==> src/wsc_defines.vh <==
// Register map, field positions and timing constants of the stream-write command handler
`ifndef WSC_DEFINES_VH
`define WSC_DEFINES_VH
// ****************************************
// Register indices
// ****************************************
`define WSC_REG_FEAT_CUR 4'h0
`define WSC_REG_FEAT_PRV 4'h1
`define WSC_REG_CNT_CUR 4'h2
`define WSC_REG_CNT_PRV 4'h3
`define WSC_REG_SNUM 4'h4
`define WSC_REG_CYL_LO 4'h5
`define WSC_REG_CYL_HI 4'h6
`define WSC_REG_COMMAND 4'h7
`define WSC_REG_ERROR 4'h8
`define WSC_REG_STATUS 4'h9
`define WSC_REG_DEVCTL 4'hA
`define WSC_REG_DATA 4'hB
`define WSC_REG_CFG_STREAM 4'hC
`define WSC_REG_CFG_LIMIT 4'hD
`define WSC_REG_UNIT 4'hE
`define WSC_REG_ERRLOG 4'hF
// ****************************************
// Opcodes and field positions
// ****************************************
`define WSC_OP_STREAM_DMA 8'h3A
`define WSC_OP_STREAM_PIO 8'h3B
`define WSC_F_URGENT 7
`define WSC_F_CONT 6
`define WSC_F_FLUSH 5
`define WSC_F_RESUME 4
`define WSC_E_CRC 7
`define WSC_E_ADDRESS_NOT_FOUND_ERROR 4
`define WSC_E_ABORTED_COMMAND_ERROR 2
`define WSC_E_TIMEOUT 0
`define WSC_S_BSY 7
`define WSC_S_RDY 6
`define WSC_S_SE 5
`define WSC_S_DRQ 3
`define WSC_S_ERR 0
`define WSC_DEVCTL_HOB 7
`define WSC_L_TIMEOUT 3
// ****************************************
// Reset values and timing
// ****************************************
`define WSC_UNIT_RESET 16'h0001
`define WSC_MIN_LIMIT_US 16'h000A
`define WSC_CLK_MHZ 50
`define WSC_WORDS_PER_SECTOR 8'hFF
`endif

==> src/wsc_stream_write.v <==
// Stream-write command interpreter with register port, data handshake and completion timer
`timescale 1ns/100ps
`include "wsc_defines.vh"

// Summary of operation
// - Flush flag commits stream before completion
// - Resume flag restarts at stream's error address
// - Low three feature bits select stream
// - Limit equals previous feature times unit
// - Zero previous feature uses stream default
// - Zero or unset default disables limit
// - Timer runs command write to completion
// - Short limits raised to built-in minimum
// - Sixteen-bit count, zero means 65536
// - Address bytes assemble into 48 bits
// - Error address readable via high-byte select
// - Error bit 0 flags time limit exceeded
// - Opcode 3Bh is programmed-I/O stream write
// - Continuous-write never aborts on errors
// - Continuous errors: SE set, ERR clear, logged
// - Continuous timeout stops, SE set, logged
// - Always attempt full transfer within limit
// - Urgent flag marks fastest completion
// - Opcode 3Ah is DMA stream write
// - DMA continuous logs interface checksum errors
module wsc_stream_write (
    // Clock, enable and reset
    input wire mclk,
    input wire clk_en,
    input wire sys_rst,
    // Register port
    input wire [3:0] reg_addr,
    input wire [15:0] reg_wdata,
    input wire reg_wr,
    input wire reg_rd,
    output reg [15:0] reg_rdata,
    // Media side
    output reg media_word_valid,
    output reg [15:0] media_word,
    output reg [47:0] media_lba,
    output reg media_flush_req,
    output reg [2:0] media_stream,
    output reg media_urgent,
    input wire media_flush_done,
    input wire media_err_address_not_found_error,
    input wire media_err_aborted_command_error,
    input wire dma_err_crc,
    // Status pins
    output reg intrq,
    output reg data_request,
    output reg dma_mode
);

// ****************************************
// States
// ****************************************
localparam ST_IDLE = 3'h0;
localparam ST_SETUP = 3'h1;
localparam ST_XFER = 3'h2;
localparam ST_FLUSH = 3'h3;
localparam ST_DONE = 3'h4;
// IDLE: waits for a legal opcode, refuses the rest
// SETUP: latches limit, count, address and stream
// XFER: moves words, watches errors and the limit
// FLUSH: holds completion until the media is clean
// DONE: one cycle to settle the ending status
// Only one command can be in flight at a time

reg [2:0] state_q;
reg [7:0] feat_cur_q, feat_prv_q;
reg [7:0] cnt_cur_q, cnt_prv_q;
reg [15:0] snum_q, cyl_lo_q, cyl_hi_q;
reg [7:0] error_q;
reg [7:0] status_q;
reg hob_q;
reg [15:0] unit_q;
reg [2:0] cfg_stream_q;
reg [3:0] errlog_q; // Bit 3 logs a continuous-mode timeout
reg [16:0] sect_left_q;
reg [7:0] word_cnt_q;
reg [47:0] lba_q;
reg [31:0] limit_cyc_q;
reg [31:0] timer_q;
reg limit_on_q;
reg any_err_q;
reg err_cap_q;
reg [47:0] first_err_q;
// Per-stream memory
reg [7:0] dflt_limit_mem [0:7];
reg [7:0] dflt_valid_q;
reg [47:0] err_lba_mem [0:7];
// Synchronised media error and flush-done inputs
reg [3:0] err_s1_q, err_s2_q;

// ****************************************
// Decoding helpers
// ****************************************
// Write strobe aimed at one register index
function reg_hit;
    input wr;
    input [3:0] addr;
    input [3:0] want;
    begin
        reg_hit = wr && (addr == want);
    end
endfunction

// Byte pick for address registers under high-byte select
function [7:0] pick_byte;
    input [15:0] pair;
    input high_order_byte_select;
    begin
        pick_byte = high_order_byte_select ? pair[15:8] : pair[7:0];
    end
endfunction

// ****************************************
// Command field decode
// ****************************************
// Limit arithmetic is combinational; it is only sampled in SETUP
// An unconfigured stream leaves the default unknown, masked by limit_use
wire [2:0] sid = feat_cur_q[2:0];
wire [16:0] req_sectors = ({cnt_prv_q, cnt_cur_q} == 16'h0000) ? 17'h10000 :
    {1'b0, cnt_prv_q, cnt_cur_q};
wire [47:0] req_lba = {cyl_hi_q[15:8], cyl_lo_q[15:8], snum_q[15:8],
    cyl_hi_q[7:0], cyl_lo_q[7:0], snum_q[7:0]};
wire [7:0] mult_sel = (feat_prv_q != 8'h00) ? feat_prv_q : dflt_limit_mem[sid];
wire limit_use = (feat_prv_q != 8'h00) ||
    (dflt_valid_q[sid] && dflt_limit_mem[sid] != 8'h00);
wire [23:0] limit_us_raw = mult_sel * unit_q;
wire [23:0] limit_us = (limit_us_raw < {8'h00, `WSC_MIN_LIMIT_US}) ?
    {8'h00, `WSC_MIN_LIMIT_US} : limit_us_raw;
wire cont = feat_cur_q[`WSC_F_CONT];
wire is_cmd = reg_hit(reg_wr, reg_addr, `WSC_REG_COMMAND);
wire valid_op = reg_wdata[7:0] == `WSC_OP_STREAM_PIO || reg_wdata[7:0] == `WSC_OP_STREAM_DMA;
wire err_ev = err_s2_q[0] | err_s2_q[1] | (dma_mode & err_s2_q[2]);
// Data writes outside a data request are dropped, not queued
wire data_wr = reg_hit(reg_wr, reg_addr, `WSC_REG_DATA) && data_request;
wire word_take = (state_q == ST_XFER) && (dma_mode ? 1'b1 : data_wr);
wire timed_out = limit_on_q && timer_q >= limit_cyc_q;

// ****************************************
// Input synchroniser
// ****************************************
always @(posedge mclk) begin
    if (sys_rst) begin
        err_s1_q <= 4'h0;
        err_s2_q <= 4'h0;
    end else if (clk_en) begin
        err_s1_q <= {media_flush_done, dma_err_crc, media_err_aborted_command_error, media_err_address_not_found_error};
        err_s2_q <= err_s1_q;
    end
end

// ****************************************
// Command engine
// ****************************************
always @(posedge mclk) begin
    if (sys_rst) begin
        state_q <= ST_IDLE;
        feat_cur_q <= 8'h00;
        feat_prv_q <= 8'h00;
        cnt_cur_q <= 8'h00;
        cnt_prv_q <= 8'h00;
        snum_q <= 16'h0000;
        cyl_lo_q <= 16'h0000;
        cyl_hi_q <= 16'h0000;
        error_q <= 8'h00;
        status_q <= 8'h40;
        hob_q <= 1'b0;
        unit_q <= `WSC_UNIT_RESET;
        cfg_stream_q <= 3'h0;
        errlog_q <= 4'h0;
        sect_left_q <= 17'h00000;
        word_cnt_q <= 8'h00;
        lba_q <= 48'h000000000000;
        limit_cyc_q <= 32'h00000000;
        timer_q <= 32'h00000000;
        limit_on_q <= 1'b0;
        any_err_q <= 1'b0;
        err_cap_q <= 1'b0;
        first_err_q <= 48'h000000000000;
        dflt_valid_q <= 8'h00;
        reg_rdata <= 16'h0000;
        media_word_valid <= 1'b0;
        media_word <= 16'h0000;
        media_lba <= 48'h000000000000;
        media_flush_req <= 1'b0;
        media_stream <= 3'h0;
        media_urgent <= 1'b0;
        intrq <= 1'b0;
        data_request <= 1'b0;
        dma_mode <= 1'b0;
    end else if (clk_en) begin
        media_word_valid <= 1'b0;
        // Register writes; taskfile ignored while busy to keep the command stable
        if (reg_wr && !status_q[`WSC_S_BSY]) begin
            case (reg_addr)
                `WSC_REG_FEAT_CUR: feat_cur_q <= reg_wdata[7:0];
                `WSC_REG_FEAT_PRV: feat_prv_q <= reg_wdata[7:0];
                `WSC_REG_CNT_CUR: cnt_cur_q <= reg_wdata[7:0];
                `WSC_REG_CNT_PRV: cnt_prv_q <= reg_wdata[7:0];
                `WSC_REG_SNUM: snum_q <= reg_wdata;
                `WSC_REG_CYL_LO: cyl_lo_q <= reg_wdata;
                `WSC_REG_CYL_HI: cyl_hi_q <= reg_wdata;
                `WSC_REG_DEVCTL: hob_q <= reg_wdata[`WSC_DEVCTL_HOB];
                `WSC_REG_CFG_STREAM: cfg_stream_q <= reg_wdata[2:0];
                `WSC_REG_CFG_LIMIT: begin
                    dflt_limit_mem[cfg_stream_q] <= reg_wdata[7:0];
                    dflt_valid_q[cfg_stream_q] <= 1'b1;
                end
                `WSC_REG_UNIT: unit_q <= reg_wdata;
                default: ;
            endcase
        end
        // Read data one cycle after the strobe; status reads also drop the interrupt
        if (reg_rd) begin
            case (reg_addr)
                `WSC_REG_SNUM: reg_rdata <= {8'h00, pick_byte(snum_q, hob_q)};
                `WSC_REG_CYL_LO: reg_rdata <= {8'h00, pick_byte(cyl_lo_q, hob_q)};
                `WSC_REG_CYL_HI: reg_rdata <= {8'h00, pick_byte(cyl_hi_q, hob_q)};
                `WSC_REG_ERROR: reg_rdata <= {8'h00, error_q};
                `WSC_REG_STATUS: reg_rdata <= {8'h00, status_q};
                `WSC_REG_UNIT: reg_rdata <= unit_q;
                `WSC_REG_ERRLOG: reg_rdata <= {12'h000, errlog_q};
                default: reg_rdata <= 16'h0000;
            endcase
            if (reg_addr == `WSC_REG_STATUS)
                intrq <= 1'b0;
        end else begin
            reg_rdata <= 16'h0000;
        end
        // Clock-cycle timer, counts from command write to completion interrupt
        if (state_q != ST_IDLE && state_q != ST_DONE) begin
            timer_q <= timer_q + 32'h00000001;
        end
        // Status and interrupt follow the state; the set of intrq comes after the
        // read-clear above, so a completion in the read cycle is never lost
        case (state_q)
            ST_IDLE: begin
                // Opcode checked on the strobe itself; the taskfile is already latched
                if (is_cmd && !status_q[`WSC_S_BSY] && valid_op) begin
                    state_q <= ST_SETUP;
                    dma_mode <= reg_wdata[7:0] == `WSC_OP_STREAM_DMA;
                    status_q <= 8'h80;
                    error_q <= 8'h00;
                    errlog_q <= 4'h0;
                    timer_q <= 32'h00000000;
                    any_err_q <= 1'b0;
                    err_cap_q <= 1'b0;
                end else if (is_cmd && !status_q[`WSC_S_BSY]) begin
                    error_q <= 8'h04;
                    status_q <= 8'h41;
                    intrq <= 1'b1;
                end
            end
            ST_SETUP: begin
                // Limit is frozen here so later feature writes cannot move it
                // Timer already runs in this cycle, as the limit counts from the strobe
                limit_cyc_q <= limit_us * `WSC_CLK_MHZ;
                limit_on_q <= limit_use;
                sect_left_q <= req_sectors;
                lba_q <= feat_cur_q[`WSC_F_RESUME] ? err_lba_mem[sid] : req_lba;
                media_stream <= sid;
                media_urgent <= feat_cur_q[`WSC_F_URGENT];
                word_cnt_q <= 8'h00;
                data_request <= !dma_mode;
                status_q <= dma_mode ? 8'h80 : 8'h48;
                state_q <= ST_XFER;
            end
            ST_XFER: begin
                // A sector is 256 words; the address steps on the last one
                // Burst mode takes a word every cycle with no pacing of its own
                if (word_take) begin
                    media_word_valid <= 1'b1;
                    media_word <= reg_wdata;
                    media_lba <= lba_q;
                    word_cnt_q <= word_cnt_q + 8'h01;
                    if (word_cnt_q == `WSC_WORDS_PER_SECTOR) begin
                        lba_q <= lba_q + 48'h000000000001;
                        sect_left_q <= sect_left_q - 17'h00001;
                    end
                end
                // Error capture; first one stored as the reported address
                if (err_ev) begin
                    any_err_q <= 1'b1;
                    if (err_s2_q[0]) errlog_q[1] <= 1'b1;
                    if (err_s2_q[1]) errlog_q[2] <= 1'b1;
                    if (dma_mode && err_s2_q[2]) errlog_q[0] <= 1'b1;
                    if (!err_cap_q) begin
                        err_cap_q <= 1'b1;
                        first_err_q <= lba_q;
                        err_lba_mem[sid] <= lba_q;
                    end
                end
                // Priority: limit expiry, then abort on error, then normal end
                if (timed_out) begin
                    state_q <= ST_DONE;
                    data_request <= 1'b0;
                    error_q[`WSC_E_TIMEOUT] <= 1'b1;
                    status_q <= cont ? 8'h60 : 8'h41;
                    intrq <= 1'b1;
                end else if (err_ev && !cont) begin
                    state_q <= ST_DONE;
                    data_request <= 1'b0;
                    error_q <= {dma_mode & err_s2_q[2], 2'b00, err_s2_q[0], 1'b0, err_s2_q[1], 2'b00};
                    status_q <= 8'h41;
                    {cyl_hi_q[15:8], cyl_lo_q[15:8], snum_q[15:8],
                        cyl_hi_q[7:0], cyl_lo_q[7:0], snum_q[7:0]} <= lba_q;
                    intrq <= 1'b1;
                end else if (word_take && word_cnt_q == `WSC_WORDS_PER_SECTOR &&
                        sect_left_q == 17'h00001) begin
                    data_request <= 1'b0;
                    media_flush_req <= feat_cur_q[`WSC_F_FLUSH];
                    status_q <= 8'h80;
                    state_q <= ST_FLUSH;
                end
            end
            ST_FLUSH: begin
                // Completion held back until the media reports the flush done
                // The done input arrives two cycles late through the synchroniser
                // A flush that outlasts the limit is cut short and reported
                if (!media_flush_req || err_s2_q[3]) begin
                    media_flush_req <= 1'b0;
                    state_q <= ST_DONE;
                    status_q <= any_err_q ? 8'h60 : 8'h40;
                    if (any_err_q)
                        {cyl_hi_q[15:8], cyl_lo_q[15:8], snum_q[15:8],
                            cyl_hi_q[7:0], cyl_lo_q[7:0], snum_q[7:0]} <= first_err_q;
                    intrq <= 1'b1;
                end else if (timed_out) begin
                    media_flush_req <= 1'b0;
                    state_q <= ST_DONE;
                    error_q[`WSC_E_TIMEOUT] <= 1'b1;
                    status_q <= cont ? 8'h60 : 8'h41;
                    intrq <= 1'b1;
                end
            end
            ST_DONE: begin
                // Continuous timeout moves from the error register to the log
                state_q <= ST_IDLE;
                if (status_q[`WSC_S_SE] && error_q[`WSC_E_TIMEOUT]) begin
                    errlog_q[`WSC_L_TIMEOUT] <= 1'b1;
                    error_q <= 8'h00;
                end
            end
            // Unused codes fall back to idle
            default: state_q <= ST_IDLE;
        endcase
    end
end

endmodule

==> config.mk <==
export PLATFORM = sky130hd
export DESIGN_NAME = wsc_stream_write
export DESIGN_NICKNAME = d
export VERILOG_FILES = /design/src/wsc_stream_write.v
export VERILOG_INCLUDE_DIRS = /design/src
export SDC_FILE = /design/constraint.sdc
export NUM_CORES = 2
export LEC_CHECK = 0
export ABC_AREA = 1
export BUFFER_PORTS_ARGS = -buffer_cell sky130_fd_sc_hd__clkbuf_2
export CORE_MARGIN = 2
export CORE_UTILIZATION = 36
export CTS_CLUSTER_DIAMETER = 30
export DETAILED_ROUTE_END_ITERATION = 7
export PLACE_DENSITY_LB_ADDON = 0.25
export SYNTH_ARGS = -nofsm -noshare
export SYNTH_HDL_FRONTEND = slang
export SYNTH_SLANG_ARGS = --single-unit
==> constraint.sdc <==
create_clock -name mclk -period 15.8 [get_ports mclk]
set_input_delay 2.37 -clock mclk [delete_from_list [all_inputs] [get_ports mclk]]
set_output_delay 2.37 -clock mclk [all_outputs]
set_load 0.01 [all_outputs]
==> flow_results.org <==
** Critical path
- For the worst setup path, the data arrival time is about 11 ns.
- At the worst endpoint, the required time is 16.46 ns.
- Critical path start-end classification :: flip-flop to flip-flop
- Top cell by count, worst path :: sky130_fd_sc_hd__nand2_1
- Launching element type of the critical path :: flip-flop
- The worst setup path is captured at a flip-flop.
- Of all nets on the critical path, the largest fanout is 48.
- Master of the slowest instance on the critical path :: sky130_fd_sc_hd__clkinv_2
- CP top delay family :: adder cells
- Worst path max stage delay :: 0.76 ns
- Total buffers and inverters traversed by the critical path :: 9

** Floorplan
- The floorplan has ~130 rows.
- Starting Density :: 0.3615
- CORE AREA :: 123300 um^2
- Measured along the y axis, the die boundary spans 355.9 um.
- 118 I/O pins were placed.
- Die footprint :: between 100000 and 150000 um^2
- Die span in x :: approximately 360 um

** Global routing
- Wire length of the first global-routing pass :: 229400 um
- After global routing the overflow that remains totals 0.
- Initial antenna violation count :: 4
- Total GRT Usage :: 0.2376
- Entering global routing, the biggest net connects 183 pins.
- The number of global-route vias before repair came to around 37000.

** Clocking
- CTS tree :: yes
- Hold buffer count at cts :: 0
- CTS root buffer :: sky130_fd_sc_hd__clkbuf_16
- Clock latency reported for the late side of the worst-skew pair :: ~0.8 ns
- Clock-pin slew was measured on the worst setup and hold paths at 0.04 ns.
- Counting every sink on the clock net gives 855.
- Post-CTS timing repair inserted 0 buffers for setup.
- The H-tree was split into 4 levels.
- Buffers from clock root to sink, at most :: 3
- Counting the buffers created by CTS gives 193.
- Once the clock tree was built, the resizer swapped 0 gates to a different size.

** Logic synthesis
- Number of enable-type register cells in the synthesized netlist :: roughly 450
- The synthesized design contains 855 register bits.
- For this run, the register share of the synthesized area comes to 0.4846.
- Post-synthesis cell count :: 5182
- sky130_fd_sc_hd__o21ai_0 is the most common cell in the netlist.
- Net count after synthesis :: around 5500
- List of most frequent post-synthesis cells :: 751 x sky130_fd_sc_hd__o21ai_0, 670 x sky130_fd_sc_hd__nand2_1, 596 x sky130_fd_sc_hd__nor2_1, 574 x sky130_fd_sc_hd__inv_1, 471 x sky130_fd_sc_hd__a21oi_1
- The number of different library cells used by synthesis comes to 57.
- Number of synthesis warnings :: 0
- Of the post-synthesis cell area, the dominant cell type holds 0.3018.
- In the post-synthesis netlist, the biggest area contributors are sky130_fd_sc_hd__edfxtp_1 30%, sky130_fd_sc_hd__dfxtp_1 18%, sky130_fd_sc_hd__o21ai_0 8.4%.
- The most used flip-flop cell after synthesis is sky130_fd_sc_hd__edfxtp_1.
- Average footprint of a synthesized cell :: 8.602 um^2
- The mapped netlist covers 44580 um^2.
- Most area-hungry cell type in the Yosys netlist :: sky130_fd_sc_hd__edfxtp_1
- In the synthesized netlist the async set-or-reset flop fraction comes to 0.

** Timing
- Setup violations remaining at the end of the flow were counted as 0.
- Fin crit period :: around 10 ns
- Clock tree skew after final layout :: 0.07931 ns
- Slew Limit Headroom :: 0.2288
- Actual slew at the worst max-slew pin :: approximately 1.2 ns
- The total count of hold-check failures in the final report is 0.
- In the finished design, the share of the clock period the worst path needs comes to 0.6420.
- Setup repair after global routing left no endpoint under its margin.
- Total Negative Setup Slacks :: 0 ns
- The max-slew violation count was 0.
- Derived from the worst setup path, the maximum achievable clock frequency is 98.58 MHz.

** Status
- Result of the run :: finished, final reports clean

** Run
- # Max-Cap Violations :: 0

** Power
- The analysis attributes to cell leakage a power of 0.02159 uW.
- Total power per unit cell area :: about 130 nW/um^2
- The design draws 6854 uW.
- Worst voltage drop across the vdd grid :: 0.1150 mV

** Placed design
- Routability-driven placement finished with a final weighted congestion of 0.8903.
- Cell count after placement :: approximately 6700
- After legalization and detailed placement, the total HPWL measured 98720 um.
- Port bufs :: between 100 and 150

** Drt
- Starting DRC count in detailed routing :: 4190
- The pre-antenna-repair detailed-routing pass consisted of 6 iterations.
- Post-detailed-route DRC marker count :: 0
- The detail route stage leaves a number of antenna-violating nets equal to 0.
- The final route contains roughly 39000 vias.
- Via-per-instance ratio :: 5.456
- Final routed wire length divided by cell count :: 21.72 um
- For this block, the routed nets add up to 153400 um of wire.

** Final layout
- End-of-flow core utilization :: 0.4330
- Number of standard cells in the final layout excluding fillers :: between 7000 and 8000
- At the end of the flow, the number of nets in the layout was 5543.
- Layout Area Growth over Synthesis :: 19.78%
- Of the cells placed in the final design, the portion with a size suffix greater than 1 is 0.1073.
- Number of fill cells in the layout :: 12060

** Min path
- Worst Hold Class :: flip-flop to flip-flop
final timing paths:
kind	to	from	cells past startpoint	slack (ns)
max reg2reg	limit_cyc_q[23]$_SDFFE_PP0P_	flip-flop	47	5.66
min reg2reg	dflt_valid_q[4]$_SDFFE_PP0P_	dflt_valid_q[4]$_SDFFE_PP0P_	2	0.45
min	dflt_valid_q[4]$_SDFFE_PP0P_	dflt_valid_q[4]$_SDFFE_PP0P_	2	0.45
max	limit_cyc_q[23]$_SDFFE_PP0P_	flip-flop	47	5.66
flip-flops by register name, summed over array words and instances (netlist names), 17 cells and up, named ones only:
name / cells
dflt_limit_mem: 64
err_lba_mem: 384
first_err_q: 48
lba_q: 48
limit_cyc_q: 29
media_lba: 48
sect_left_q: 17
timer_q: 32
cell usage in the layout, fill, tap and decap left out, types with 116 or more instances in the layout:
master                      netlist  layout
sky130_fd_sc_hd__a21oi_1        471     471
sky130_fd_sc_hd__dfxtp_1        407     403
sky130_fd_sc_hd__clkbuf_2         0     116
sky130_fd_sc_hd__clkbuf_16        0     198
sky130_fd_sc_hd__o21ai_0        751     751
sky130_fd_sc_hd__inv_1          574     571
sky130_fd_sc_hd__ha_1           152     152
sky130_fd_sc_hd__edfxtp_1       448     448
sky130_fd_sc_hd__nand2_1        670     669
sky130_fd_sc_hd__nor2_1         596     588
sky130_fd_sc_hd__nand3_1        148     148
worst reg2reg max path: cells and delay by family, from the launching register on:
family          cells  cell delay, ns
fa+ha+maj           9            4.00
flops               1            0.67
buf+inv             9            1.52
compound gates      5            1.15
simple gates       24            2.69
layout make-up:
type,instances,area [um^2],area share
clock buffer,243,5254,0.09839
antenna,1,2.502,0.00004687
tap,1637,2048,0.03836
inverter,591,2235,0.04185
clock inverter,119,1605,0.03006
sequential,855,21610,0.4048
timing repair buffer,158,908.4,0.01701
multi-input combinational,3460,19730,0.3695
logic make-up after synthesis:
kind of cell,count (synthesis),synth area share
adders and majority gates,255,0.08892
xor gates and xnor gates,66,0.01297
AOI/OAI and AO/OA,1535,0.1891
and+or+nand+nor,1604,0.1497
DFF,855,0.4846
buffers and inverters,867,0.07469
where the power goes:
group          total [uW]  internal (uW)  switching, uW  leakage, uW
sequential           2350           2340           14.2      0.00749
clock                4140           2810           1330      0.00331
combinational         362            109            253       0.0108
per-stage QoR:
stage	instance area (um^2)	setup slack [ns]	hold WS [ns]
floorplan	44580	7.536	0.4231
global placement	46530	5.916	0.4367
detailed placement	46530	5.791	0.4407
CTS	53390	5.687	0.4568
global route	53390	4.931	0.4779
finish	53400	5.656	0.4548
routing by layer:
metal  share of wire  global-route usage
met1            0.44              0.3371
met2            0.44              0.3579
met3           0.089             0.04963
met4           0.031             0.08312
met5         0.00036                   0
Power figures use the tool's default switching activity.
